`src/verilog/pfm_pkg.sv`:
```
// Package for the per-pin port function multiplexer.
// Assumes a 32-bit AXI4-Lite register bus with byte addresses below 256.

`default_nettype none

package pfm_pkg;

   // ----------------------------------------------------------------------
   // Geometry
   // ----------------------------------------------------------------------
   // Bank index: 0..3 are ports 0..3, 4 is port 7, 5..9 are ports 8..12.
   localparam int PFM_NPORT     = 10;
   localparam int PFM_AW        = 8;
   localparam int PFM_P0        = 0;
   localparam int PFM_P1        = 1;
   localparam int PFM_P3        = 3;
   localparam int PFM_P7        = 4;
   localparam int PFM_FIRST_PCH = 5;
   localparam int PFM_NPULL     = 4;
   localparam int PFM_NIRQ      = 4;
   localparam int PFM_T16_BIT   = 0;
   localparam int PFM_T8A_BIT   = 3;
   localparam int PFM_T8B_BIT   = 4;

   typedef logic [PFM_NPORT-1:0][7:0] pfm_bank_t;

   typedef struct packed {
      pfm_bank_t o;
      pfm_bank_t oe;
   } pfm_pad_drv_t;

   typedef enum logic [2:0] {
      PFM_K_NONE, PFM_K_DATA, PFM_K_DIR, PFM_K_ALT,
      PFM_K_PUO, PFM_K_EDGE, PFM_K_FLAG
   } pfm_kind_t;

   typedef struct packed {
      pfm_kind_t   kind;
      logic [3:0]  idx;
   } pfm_dec_t;

   // ----------------------------------------------------------------------
   // Register map
   // ----------------------------------------------------------------------
   localparam logic [7:0] PFM_DATA_BASE = 8'h00;
   localparam logic [7:0] PFM_DIR_BASE  = 8'h40;
   localparam logic [7:0] PFM_ALT_BASE  = 8'h80;
   localparam logic [7:0] PFM_PUO_OFS   = 8'hC0;
   localparam logic [7:0] PFM_EDGE_OFS  = 8'hC4;
   localparam logic [7:0] PFM_FLAG_OFS  = 8'hC8;
   localparam logic [1:0] PFM_RESP_OKAY = 2'h0;
   localparam logic [1:0] PFM_RESP_ERR  = 2'h2;

   // Per-port bit masks, port 12 leftmost.
   localparam pfm_bank_t PFM_VALID_MASK = {8'hFF, 8'hFF, 8'hFF, 8'hFF,
      8'hFF, 8'h1F, 8'hFF, 8'hFF, 8'hFF, 8'h1F};
   localparam pfm_bank_t PFM_DIR_MASK   = {8'hFF, 8'hFF, 8'hFF, 8'h00,
      8'h00, 8'h1F, 8'hFF, 8'hFF, 8'hFF, 8'h0E};
   localparam pfm_bank_t PFM_OUT_ONLY   = {8'h00, 8'h00, 8'h00, 8'hFF,
      8'hFF, 8'h00, 8'h00, 8'h00, 8'h00, 8'h00};
   localparam pfm_bank_t PFM_ALT_MASK   = {8'hFF, 8'hFF, 8'hFF, 8'hFF,
      8'hFF, 8'h00, 8'hFF, 8'hFF, 8'hFF, 8'h1F};

   // ----------------------------------------------------------------------
   // Reset values
   // ----------------------------------------------------------------------
   localparam pfm_bank_t  PFM_DIR_RST   = PFM_DIR_MASK;
   localparam pfm_bank_t  PFM_LATCH_RST = '0;
   localparam pfm_bank_t  PFM_ALT_RST   = '0;
   localparam logic [3:0] PFM_PUO_RST   = 4'h0;
   localparam logic [5:0] PFM_EDGE_RST  = 6'h00;
   localparam logic [3:0] PFM_FLAG_RST  = 4'h0;

   // Decodes a byte address into register kind and port index.
   function automatic pfm_dec_t pfm_decode(input logic [PFM_AW-1:0] a);
      pfm_dec_t d;
      d.kind = PFM_K_NONE;
      d.idx  = a[5:2];
      if (a[1:0] == 2'h0) begin
         if (a[5:2] < 4'(PFM_NPORT)) begin
            if (a[7:6] == PFM_DATA_BASE[7:6]) d.kind = PFM_K_DATA;
            else if (a[7:6] == PFM_DIR_BASE[7:6]) d.kind = PFM_K_DIR;
            else if (a[7:6] == PFM_ALT_BASE[7:6]) d.kind = PFM_K_ALT;
         end
         if (a == PFM_PUO_OFS) d.kind = PFM_K_PUO;
         else if (a == PFM_EDGE_OFS) d.kind = PFM_K_EDGE;
         else if (a == PFM_FLAG_OFS) d.kind = PFM_K_FLAG;
      end
      return d;
   endfunction

endpackage

`default_nettype wire

```
`src/verilog/pfm_port_mux.sv`:
```
// Port pin function multiplexer with AXI4-Lite register access.
// Assumes asynchronous pads, peripherals on clk_i, one AXI master.

`timescale 1ns/10ps
`default_nettype none

module pfm_port_mux (
   // Clock and reset
   input  wire logic                      clk_i,
   input  wire logic                      arst_n_i,
   // AXI4-Lite write address and data
   input  wire logic [pfm_pkg::PFM_AW-1:0] s_axi_awaddr_i,
   input  wire logic                      s_axi_awvalid_i,
   output logic                           s_axi_awready_o,
   input  wire logic [31:0]               s_axi_wdata_i,
   input  wire logic [3:0]                s_axi_wstrb_i,
   input  wire logic                      s_axi_wvalid_i,
   output logic                           s_axi_wready_o,
   // AXI4-Lite write response
   output logic [1:0]                     s_axi_bresp_o,
   output logic                           s_axi_bvalid_o,
   input  wire logic                      s_axi_bready_i,
   // AXI4-Lite read
   input  wire logic [pfm_pkg::PFM_AW-1:0] s_axi_araddr_i,
   input  wire logic                      s_axi_arvalid_i,
   output logic                           s_axi_arready_o,
   output logic [31:0]                    s_axi_rdata_o,
   output logic [1:0]                     s_axi_rresp_o,
   output logic                           s_axi_rvalid_o,
   input  wire logic                      s_axi_rready_i,
   // Pads
   input  wire pfm_pkg::pfm_bank_t        pad_i,
   output pfm_pkg::pfm_pad_drv_t          pad_drv_o,
   output logic [3:0][7:0]                pullup_en_o,
   // Peripheral side
   input  wire pfm_pkg::pfm_bank_t        alt_out_i,
   output pfm_pkg::pfm_bank_t             pin_level_o,
   output logic [3:0]                     ext_irq_req_o,
   output logic                           capture_trig_o,
   output logic                           timer16_count_in_o,
   output logic                           timer8a_count_in_o,
   output logic                           timer8b_count_in_o,
   output logic [7:0]                     analog_in_lines_o
);

   import pfm_pkg::*;

   // ----------------------------------------------------------------------
   // State
   // ----------------------------------------------------------------------
   pfm_bank_t    latch;
   pfm_bank_t    dir_in;
   pfm_bank_t    alt_sel;
   logic [3:0]   pullup_option;
   logic [5:0]   edge_sel;
   logic [3:0]   evt_flag;
   logic         aw_got;
   logic         w_got;
   logic [PFM_AW-1:0] waddr;
   logic [7:0]   wbyte;
   logic         wbyte_en;
   logic         wr_en;
   pfm_dec_t     wdec;
   pfm_dec_t     rdec;
   logic [7:0]   read_om;
   pfm_pad_drv_t next_drv;
   logic [3:0][7:0] next_pullup;
   logic [3:0]   irq_pulse;
   logic [3:0]   rise_en;
   logic [3:0]   fall_en;

   // ----------------------------------------------------------------------
   // Pin synchronisers
   // ----------------------------------------------------------------------
   pfm_sync2 #(
      .WIDTH (PFM_NPORT*8)
   ) u_sync (
      .clk_i    (clk_i),
      .arst_n_i (arst_n_i),
      .async_i  (pad_i),
      .sync_o   (pin_level_o)
   );

   // ----------------------------------------------------------------------
   // AXI4-Lite write channel
   // ----------------------------------------------------------------------
   assign s_axi_awready_o = ~aw_got;
   assign s_axi_wready_o  = ~w_got;
   assign wr_en           = aw_got & w_got & ~s_axi_bvalid_o;
   assign wdec            = pfm_decode(waddr);

   // active-low asynchronous reset of all state.
   always_ff @(posedge clk_i or negedge arst_n_i) begin
      if (!arst_n_i) begin
         aw_got   <= 1'b0;
         w_got    <= 1'b0;
         waddr    <= '0;
         wbyte    <= 8'h00;
         wbyte_en <= 1'b0;
      end else begin
         if (s_axi_awvalid_i && !aw_got) begin
            aw_got <= 1'b1;
            waddr  <= s_axi_awaddr_i;
         end else if (wr_en) begin
            aw_got <= 1'b0;
         end
         if (s_axi_wvalid_i && !w_got) begin
            w_got    <= 1'b1;
            wbyte    <= s_axi_wdata_i[7:0];
            wbyte_en <= s_axi_wstrb_i[0];
         end else if (wr_en) begin
            w_got <= 1'b0;
         end
      end
   end

   always_ff @(posedge clk_i or negedge arst_n_i) begin
      if (!arst_n_i) begin
         s_axi_bvalid_o <= 1'b0;
         s_axi_bresp_o  <= PFM_RESP_OKAY;
      end else if (wr_en) begin
         s_axi_bvalid_o <= 1'b1;
         s_axi_bresp_o  <= (wdec.kind == PFM_K_NONE) ? PFM_RESP_ERR
                                                     : PFM_RESP_OKAY;
      end else if (s_axi_bready_i) begin
         s_axi_bvalid_o <= 1'b0;
      end
   end

   // ----------------------------------------------------------------------
   // Port registers
   // ----------------------------------------------------------------------
   // output latch holds written values for output-capable bits.
   always_ff @(posedge clk_i or negedge arst_n_i) begin
      if (!arst_n_i) begin
         latch <= PFM_LATCH_RST;
      end else if (wr_en && wbyte_en && wdec.kind == PFM_K_DATA) begin
         latch[wdec.idx] <= wbyte &
            (PFM_DIR_MASK[wdec.idx] | PFM_OUT_ONLY[wdec.idx]);
      end
   end

   // direction bits exist only where a bit can turn around.
   always_ff @(posedge clk_i or negedge arst_n_i) begin
      if (!arst_n_i) begin
         dir_in <= PFM_DIR_RST;
      end else if (wr_en && wbyte_en && wdec.kind == PFM_K_DIR) begin
         dir_in[wdec.idx] <= wbyte & PFM_DIR_MASK[wdec.idx];
      end
   end

   // alternate function chosen bit by bit.
   always_ff @(posedge clk_i or negedge arst_n_i) begin
      if (!arst_n_i) begin
         alt_sel <= PFM_ALT_RST;
      end else if (wr_en && wbyte_en && wdec.kind == PFM_K_ALT) begin
         alt_sel[wdec.idx] <= wbyte & PFM_ALT_MASK[wdec.idx];
      end
   end

   always_ff @(posedge clk_i or negedge arst_n_i) begin
      if (!arst_n_i) begin
         pullup_option <= PFM_PUO_RST;
         edge_sel      <= PFM_EDGE_RST;
      end else if (wr_en && wbyte_en) begin
         if (wdec.kind == PFM_K_PUO) pullup_option <= wbyte[3:0];
         if (wdec.kind == PFM_K_EDGE) edge_sel <= wbyte[5:0];
      end
   end

   // Event flags are write-one-to-clear; a new event beats the clear.
   always_ff @(posedge clk_i or negedge arst_n_i) begin
      if (!arst_n_i) begin
         evt_flag <= PFM_FLAG_RST;
      end else if (wr_en && wbyte_en && wdec.kind == PFM_K_FLAG) begin
         evt_flag <= (evt_flag & ~wbyte[3:0]) | irq_pulse;
      end else begin
         evt_flag <= evt_flag | irq_pulse;
      end
   end

   // ----------------------------------------------------------------------
   // AXI4-Lite read channel
   // ----------------------------------------------------------------------
   assign s_axi_arready_o = ~s_axi_rvalid_o;
   assign rdec            = pfm_decode(s_axi_araddr_i);
   assign read_om         = (PFM_DIR_MASK[rdec.idx] & ~dir_in[rdec.idx]) |
                            PFM_OUT_ONLY[rdec.idx];

   // output bits read their latch, input bits the synchronised pin.
   always_ff @(posedge clk_i or negedge arst_n_i) begin
      if (!arst_n_i) begin
         s_axi_rvalid_o <= 1'b0;
         s_axi_rdata_o  <= 32'h0000_0000;
         s_axi_rresp_o  <= PFM_RESP_OKAY;
      end else if (s_axi_arvalid_i && !s_axi_rvalid_o) begin
         s_axi_rvalid_o <= 1'b1;
         s_axi_rresp_o  <= PFM_RESP_OKAY;
         s_axi_rdata_o  <= 32'h0000_0000;
         unique case (rdec.kind)
            PFM_K_DATA: s_axi_rdata_o[7:0] <= PFM_VALID_MASK[rdec.idx] &
               ((read_om & latch[rdec.idx]) |
                (~read_om & pin_level_o[rdec.idx]));
            PFM_K_DIR:  s_axi_rdata_o[7:0] <= dir_in[rdec.idx];
            PFM_K_ALT:  s_axi_rdata_o[7:0] <= alt_sel[rdec.idx];
            PFM_K_PUO:  s_axi_rdata_o[3:0] <= pullup_option;
            PFM_K_EDGE: s_axi_rdata_o[5:0] <= edge_sel;
            PFM_K_FLAG: s_axi_rdata_o[3:0] <= evt_flag;
            PFM_K_NONE: s_axi_rresp_o      <= PFM_RESP_ERR;
         endcase
      end else if (s_axi_rready_i) begin
         s_axi_rvalid_o <= 1'b0;
      end
   end

   // ----------------------------------------------------------------------
   // Pad drive and pull-ups
   // ----------------------------------------------------------------------
   always_comb begin
      logic om;
      logic val;
      om       = 1'b0;
      val      = 1'b0;
      next_drv = '0;
      next_pullup = '0;
      for (int p = 0; p < PFM_NPORT; p++) begin
         for (int b = 0; b < 8; b++) begin
            // bits without a direction bit and not output-only
            // never leave input mode.
            om  = (PFM_DIR_MASK[p][b] & ~dir_in[p][b]) |
                  PFM_OUT_ONLY[p][b];
            val = alt_sel[p][b] ? alt_out_i[p][b] : latch[p][b];
            if (p >= PFM_FIRST_PCH) begin
               // ports 8 to 12 drive latch or display data.
               // same for the second output-only port.
               // alternate display drive overrides the direction.
               // high-side only, released when the value is low.
               next_drv.o[p][b]  = PFM_VALID_MASK[p][b];
               next_drv.oe[p][b] = PFM_VALID_MASK[p][b] &
                                   (om | alt_sel[p][b]) & val;
            end else if (p == PFM_P7) begin
               // pull low only, released when the latch is high.
               next_drv.o[p][b]  = 1'b0;
               next_drv.oe[p][b] = PFM_VALID_MASK[p][b] & om & ~val;
            end else begin
               // serial alternates drive through the direction bits.
               // host has set direction and latch for serial use.
               // timer and clock alternates follow the same path.
               next_drv.o[p][b]  = PFM_VALID_MASK[p][b] & val;
               next_drv.oe[p][b] = PFM_VALID_MASK[p][b] & om &
                  ~(alt_sel[p][b] & (p <= PFM_P1));
               // pull-up only on input port bits with option set.
               next_pullup[p][b] = PFM_VALID_MASK[p][b] & ~om &
                  ~alt_sel[p][b] & pullup_option[p];
            end
         end
      end
   end

   always_ff @(posedge clk_i or negedge arst_n_i) begin
      if (!arst_n_i) begin
         pad_drv_o   <= '0;
         pullup_en_o <= '0;
      end else begin
         pad_drv_o   <= next_drv;
         pullup_en_o <= next_pullup;
      end
   end

   // ----------------------------------------------------------------------
   // Alternate inputs to peripherals
   // ----------------------------------------------------------------------
   always_ff @(posedge clk_i or negedge arst_n_i) begin
      if (!arst_n_i) begin
         timer16_count_in_o <= 1'b0;
         timer8a_count_in_o <= 1'b0;
         timer8b_count_in_o <= 1'b0;
         analog_in_lines_o  <= 8'h00;
      end else begin
         // port 0 bit 0 feeds the 16-bit timer count clock.
         timer16_count_in_o <= alt_sel[PFM_P0][PFM_T16_BIT] &
                               pin_level_o[PFM_P0][PFM_T16_BIT];
         // port 3 bits 3 and 4 feed the 8-bit timer count clocks.
         timer8a_count_in_o <= alt_sel[PFM_P3][PFM_T8A_BIT] &
                               pin_level_o[PFM_P3][PFM_T8A_BIT];
         timer8b_count_in_o <= alt_sel[PFM_P3][PFM_T8B_BIT] &
                               pin_level_o[PFM_P3][PFM_T8B_BIT];
         analog_in_lines_o  <= alt_sel[PFM_P1];
      end
   end

   // selectable edges on inputs 0 to 2.
   // input 3 fixed to falling edge.
   always_comb begin
      for (int k = 0; k < PFM_NIRQ; k++) begin
         if (k == PFM_NIRQ - 1) begin
            rise_en[k] = 1'b0;
            fall_en[k] = alt_sel[PFM_P0][k];
         end else begin
            rise_en[k] = alt_sel[PFM_P0][k] & edge_sel[2*k];
            fall_en[k] = alt_sel[PFM_P0][k] & edge_sel[2*k+1];
         end
      end
   end

   for (genvar k = 0; k < PFM_NIRQ; k++) begin : g_irq
      pfm_edge u_edge (
         .clk_i     (clk_i),
         .arst_n_i  (arst_n_i),
         .level_i   (pin_level_o[PFM_P0][k]),
         .rise_en_i (rise_en[k]),
         .fall_en_i (fall_en[k]),
         .pulse_o   (irq_pulse[k])
      );
   end

   assign ext_irq_req_o  = irq_pulse;
   // interrupt 0 edge doubles as capture trigger.
   assign capture_trig_o = irq_pulse[0];
endmodule

`default_nettype wire

```
`src/verilog/pfm_sync2.sv`:
```
// Two-stage synchroniser for pin levels.
// Assumes inputs are asynchronous to clk_i.

`timescale 1ns/10ps
`default_nettype none

module pfm_sync2 #(
   parameter int WIDTH = 8
) (
   // Clock and reset
   input  wire logic             clk_i,
   input  wire logic             arst_n_i,
   // Levels
   input  wire logic [WIDTH-1:0] async_i,
   output logic      [WIDTH-1:0] sync_o
);

   logic [WIDTH-1:0] meta;

   // The first stage feeds only the second stage.
   always_ff @(posedge clk_i or negedge arst_n_i) begin
      if (!arst_n_i) begin
         meta   <= '0;
         sync_o <= '0;
      end else begin
         meta   <= async_i;
         sync_o <= meta;
      end
   end

endmodule

`default_nettype wire

```
`src/verilog/pfm_edge.sv`:
```
// Selectable edge detector producing a one-cycle registered pulse.
// Assumes a level already synchronised to clk_i.

`timescale 1ns/10ps
`default_nettype none

module pfm_edge (
   // Clock and reset
   input  wire logic clk_i,
   input  wire logic arst_n_i,
   // Level and edge enables
   input  wire logic level_i,
   input  wire logic rise_en_i,
   input  wire logic fall_en_i,
   // Event
   output logic      pulse_o
);

   logic prev;

   always_ff @(posedge clk_i or negedge arst_n_i) begin
      if (!arst_n_i) begin
         prev    <= 1'b0;
         pulse_o <= 1'b0;
      end else begin
         prev    <= level_i;
         pulse_o <= (rise_en_i & level_i & ~prev) |
                    (fall_en_i & ~level_i & prev);
      end
   end

endmodule

`default_nettype wire

```
`config.mk`:
```
export PLATFORM = sky130hd
export DESIGN_NAME = pfm_port_mux
export DESIGN_NICKNAME = d
export VERILOG_FILES = /design/src/verilog/pfm_pkg.sv /design/src/verilog/pfm_port_mux.sv /design/src/verilog/pfm_sync2.sv /design/src/verilog/pfm_edge.sv
export SDC_FILE = /design/constraint.sdc
export NUM_CORES = 1
export LEC_CHECK = 0
export ABC_CLOCK_PERIOD_IN_PS = 3400
export CAP_MARGIN = 20
export CORE_ASPECT_RATIO = 1.4
export CORE_MARGIN = 10
export CORE_UTILIZATION = 45
export DETAILED_ROUTE_END_ITERATION = 6
export DONT_BUFFER_PORTS = 1
export GPL_TIMING_DRIVEN = 0
export PLACE_DENSITY_LB_ADDON = 0.3
export SYNTH_ARGS = -nofsm -noshare
export SYNTH_HDL_FRONTEND = slang
export SYNTH_SLANG_ARGS = --single-unit
export TNS_END_PERCENT = 50
```
`constraint.sdc`:
```
create_clock -name clk_i -period 3.4 [get_ports clk_i]
set_input_delay 0.68 -clock clk_i [delete_from_list [all_inputs] [get_ports clk_i]]
set_output_delay 0.68 -clock clk_i [all_outputs]
set_load 0.005 [all_outputs]
```
==> impl_metrics.py <==
metrics = {
    "setup_path": {
        "reg2reg_depth": 8,
        "cp-endpoint": "latch[32]",
        "rrSetupSlack_ps": -90,
        "critPathRequiredTime_ps": 3890,
        "worstPathMaxFanout": 10,
        "crit_type": "flip-flop to flip-flop",
        "crit_buf_inv": 2,
        "path_cells": "inv_1 -> ha_1 -> clkbuf_1 -> o311a_1 -> nand3b_1 -> nor2_2 -> nand3_1 -> mux2_2",
        "start_kind": "flip-flop",
        "crit_arrival_ps": 3990,
        "cp-startpoint": "waddr[3]",
        "slowest_delay_ps": 800,
        "critical_path_depth": 8,
        "crit_slowest_cell": "nand3_1",
        "r2r-start": "waddr[3]",
        "cp_top_family": "simple AND/OR/NAND/NOR gates",
        "end_kind": "flip-flop",
        "rr_endpoint": "latch[32]",
    },
    "timing": {
        "skew_ps": 20.5,
        "hold-worst-slack_ps": -234,
        "fmax_mhz": 286,
        "fin_crit_ps": 3490,
        "fin_setup_tns_ps": -1000,
        "max_slew_margin_pct": -51.3,
        "fin_crit_sh_pct": 103,
        "worst_slew_pin_slew_ps": 2270,
        "setup_viol": 20,
        "hold_viol": 152,
        "setup_ws_ps": -93.8,
        "maxSlewViolCount": 371,
        "rsz0062_at_grt": "yes",
    },
    "floorplanning": {
        "die_area_um2": 63600,
        "die-width_um": 216,
        "start_util_pct": 45.5,
        "num_io_pins": 548,
        "fp.dieH_um": 294,
        "rows": 100,
        "core_area_um2": 53200,
    },
    "cts": {
        "cts_buffers": 56,
        "ctsRootBufferMaster": "clkbuf_16",
        "clk_latency_ps": 630,
        "cts_max_path_buffers": 3,
        "cts_tree": "built",
        "htreeDepth": 2,
        "cts.sinks": 595,
        "path_clk_slew_ps": 70,
    },
    "global_routing": {
        "grt-ovfl-total": 0,
        "track_usage_pct": 26.3,
        "grt_pass1_wl_um": 119000,
        "antenna_found_initial": 5,
        "grt_pass1_vias": 15732,
        "grt_max_degree": 596,
    },
    "synthesis": {
        "ys_seq_elements": 595,
        "syn_area_um2": 24200,
        "yosysWarnings": 0,
        "synthTopCellsByArea": "dfrtp_1 (56%), mux2_2 (14%), dfstp_2 (6.1%)",
        "async_flop_share_pct": 100,
        "synth_edf_count": 0,
        "syn_area_per_cell_um2": 14.5,
        "synthDistinctLibCells": 72,
        "synth_seq_area_share_pct": 61.8,
        "netlist_instances": 1673,
        "synth_ff_type": "dfrtp_1",
        "synth_top_area_share_pct": 55.7,
        "synth_top_area_cell": "dfrtp_1",
    },
    "final_layout": {
        "final_util_pct": 51.5,
        "nNetsFinal": 2020,
        "layout-drive-gt1-share_pct": 37.2,
        "syn2layout_area_growth_pct": 13.1,
    },
    "power": {
        "power.internal_uw": 12600,
        "p_sw_share_pct": 29.5,
        "power_density_nw_per_um2": 654,
        "pwr-share-seq_pct": 47.9,
        "combPwrFrac_pct": 15.5,
        "switching_power_uw": 5280,
        "ir_drop_mv": 0.475,
        "p_clk_share_pct": 36.6,
        "p_leak_uw": 0.0126,
    },
    "routing": {
        "num_vias": 14546,
        "drtAntennaViolNets": 0,
        "wl_per_cell_um": 33.5,
        "drtIter0Drc": 1085,
        "firstDrtPassIters": 5,
        "wl_um": 85400,
        "viasPerCell": 5.71,
        "drc": 0,
    },
    "hold_path": {
        "hold_path.class": "input pin to asynchronous set/reset pin",
    },
    "run_status": {
        "violations": "negative hold slack, max-slew violations, negative setup slack",
        "status": "finished, violations left",
    },
    "placed_design": {
        "place.gp.congestion": 0.950,
        "place_hpwl_um": 63100,
        "io_buffers": 0,
    },
    "flow_run": {
        "maxCapViolCount": 0,
    },
}
## cell usage in the layout, fill, tap and decap left out, drive strengths merged, types with 27 or more instances in the layout
| master | netlist | routed |
|---|---|---|
| mux2i | 30 | 30 |
| dfrtp | 539 | 539 |
| inv | 33 | 35 |
| buf | 127 | 136 |
| nand2 | 58 | 58 |
| mux2 | 296 | 296 |
| dfstp | 56 | 56 |
| o21ai | 36 | 36 |
| a21oi | 41 | 41 |
| nor2 | 107 | 107 |
| clkbuf | 29 | 102 |
| conb | 2 | 49 |
| mux4 | 63 | 63 |
| nor2b | 37 | 37 |
| a22o | 27 | 27 |
## cells by family (layout without fill, tap and decap cells)
logic type	Yosys count	after routing	synth area share [%]
buffers and inverters	190	302	4.69
AND/OR/NAND/NOR	303	303	6.70
other	2	51	0.0310
AO/OA/AOI/OAI	180	180	5.15
flip-flops	595	595	61.8
multiplexers	389	389	20.9
adder cells (fa/ha/maj)	14	14	0.724
## power by group through the flow
stage / combinational (uW) / clock (uW) / sequential (uW)
after detailed placement: 2720 / 0 / 8720
final: 2780 / 6550 / 8590
after floorplan: 1790 / 0 / 8350
after global placement: 2650 / 0 / 8690
after CTS: 2730 / 6660 / 8600
after global routing: 2950 / 6920 / 8670
## stage by stage
step	cell area [um2]	cells	hold WS, ps	total power [uW]	setup slack (ps)
floorplan	24400	1720	331	10100	21.8
global placement	25300	2434	331	11300	-1520
detailed placement	25300	2435	335	11400	-1440
CTS	27300	2538	-265	18000	12.6
global route	27400	2548	-255	18500	-99.5
finish	27400	2548	-234	17900	-93.8
## state kept, by name, summed over array words and instances, names as in the netlist, 4 cells and up
register              flops
alt_sel                  80
analog_in_lines_o         8
dir_in                   80
edge_sel                  6
evt_flag                  4
g_irq.u_edge.prev         4
g_irq.u_edge.pulse_o      4
latch                    80
pad_drv_o               102
pullup_en_o              29
pullup_option             4
s_axi_rdata_o             8
u_sync.meta              80
u_sync.sync_o            80
waddr                     8
wbyte                     8
## worst reg2reg max path, delay by kind of cell, from the launching register on
kind                     cells  cell delay [ps]
AND/OR/NAND/NOR              3             1440
multiplexers                 1              560
AO/OA/AOI/OAI                1              440
flip-flops                   1              400
buffers and inverters        2              330
adder cells (fa/ha/maj)      1              190
## per-layer routing
metal | share of wire [%] | global-route usage (%)
met1 | 36 | 29.1
met2 | 51 | 46.0
met3 | 8.3 | 8.03
met4 | 4.4 | 11.3
met5 | 0.048 | 0
## synth_stat cells (29+ instances only)
library cell,n
buf_4,102
o21ai_0,35
mux4_2,62
mux2_2,295
a21oi_1,41
mux2i_1,30
nor2b_1,37
inv_1,33
nor2_1,88
nand2_1,57
dfstp_2,56
dfrtp_1,539
clkbuf_1,29
## worst min path at each step
stage | from | endpoint | slack [ps] | cells past startpoint
detailed placement | u_sync.meta[15] | u_sync.sync_o[15] | 330 | 0
global placement | u_sync.meta[17] | u_sync.sync_o[17] | 330 | 0
global route | arst_n_i | u_sync.meta[77] | -260 | 0
finish | arst_n_i | u_sync.meta[77] | -230 | 0
CTS | arst_n_i | u_sync.meta[77] | -270 | 0
floorplan | u_sync.meta[0] | u_sync.sync_o[0] | 330 | 0
## layout make-up
class | instances | area, um2
tap | 714 | 893
inverter | 34 | 128
clock buffer | 73 | 1590
antenna | 2 | 5.00
fill | 4415 | 25800
clock inverter | 30 | 332
multi-input combinational | 935 | 8350
sequential | 595 | 15000
buffer | 155 | 1040
timing repair buffer | 10 | 86.3
## what timing repair did
item                                   4_1_cts  5_1_grt
gates resized for setup                     14       10
buffers inserted                             1        7
pin swaps                                    3        1
endpoints found under the hold margin      553      539
setup endpoints to repair                    9       62
Note: power is estimated with default switching activity, not from simulation.
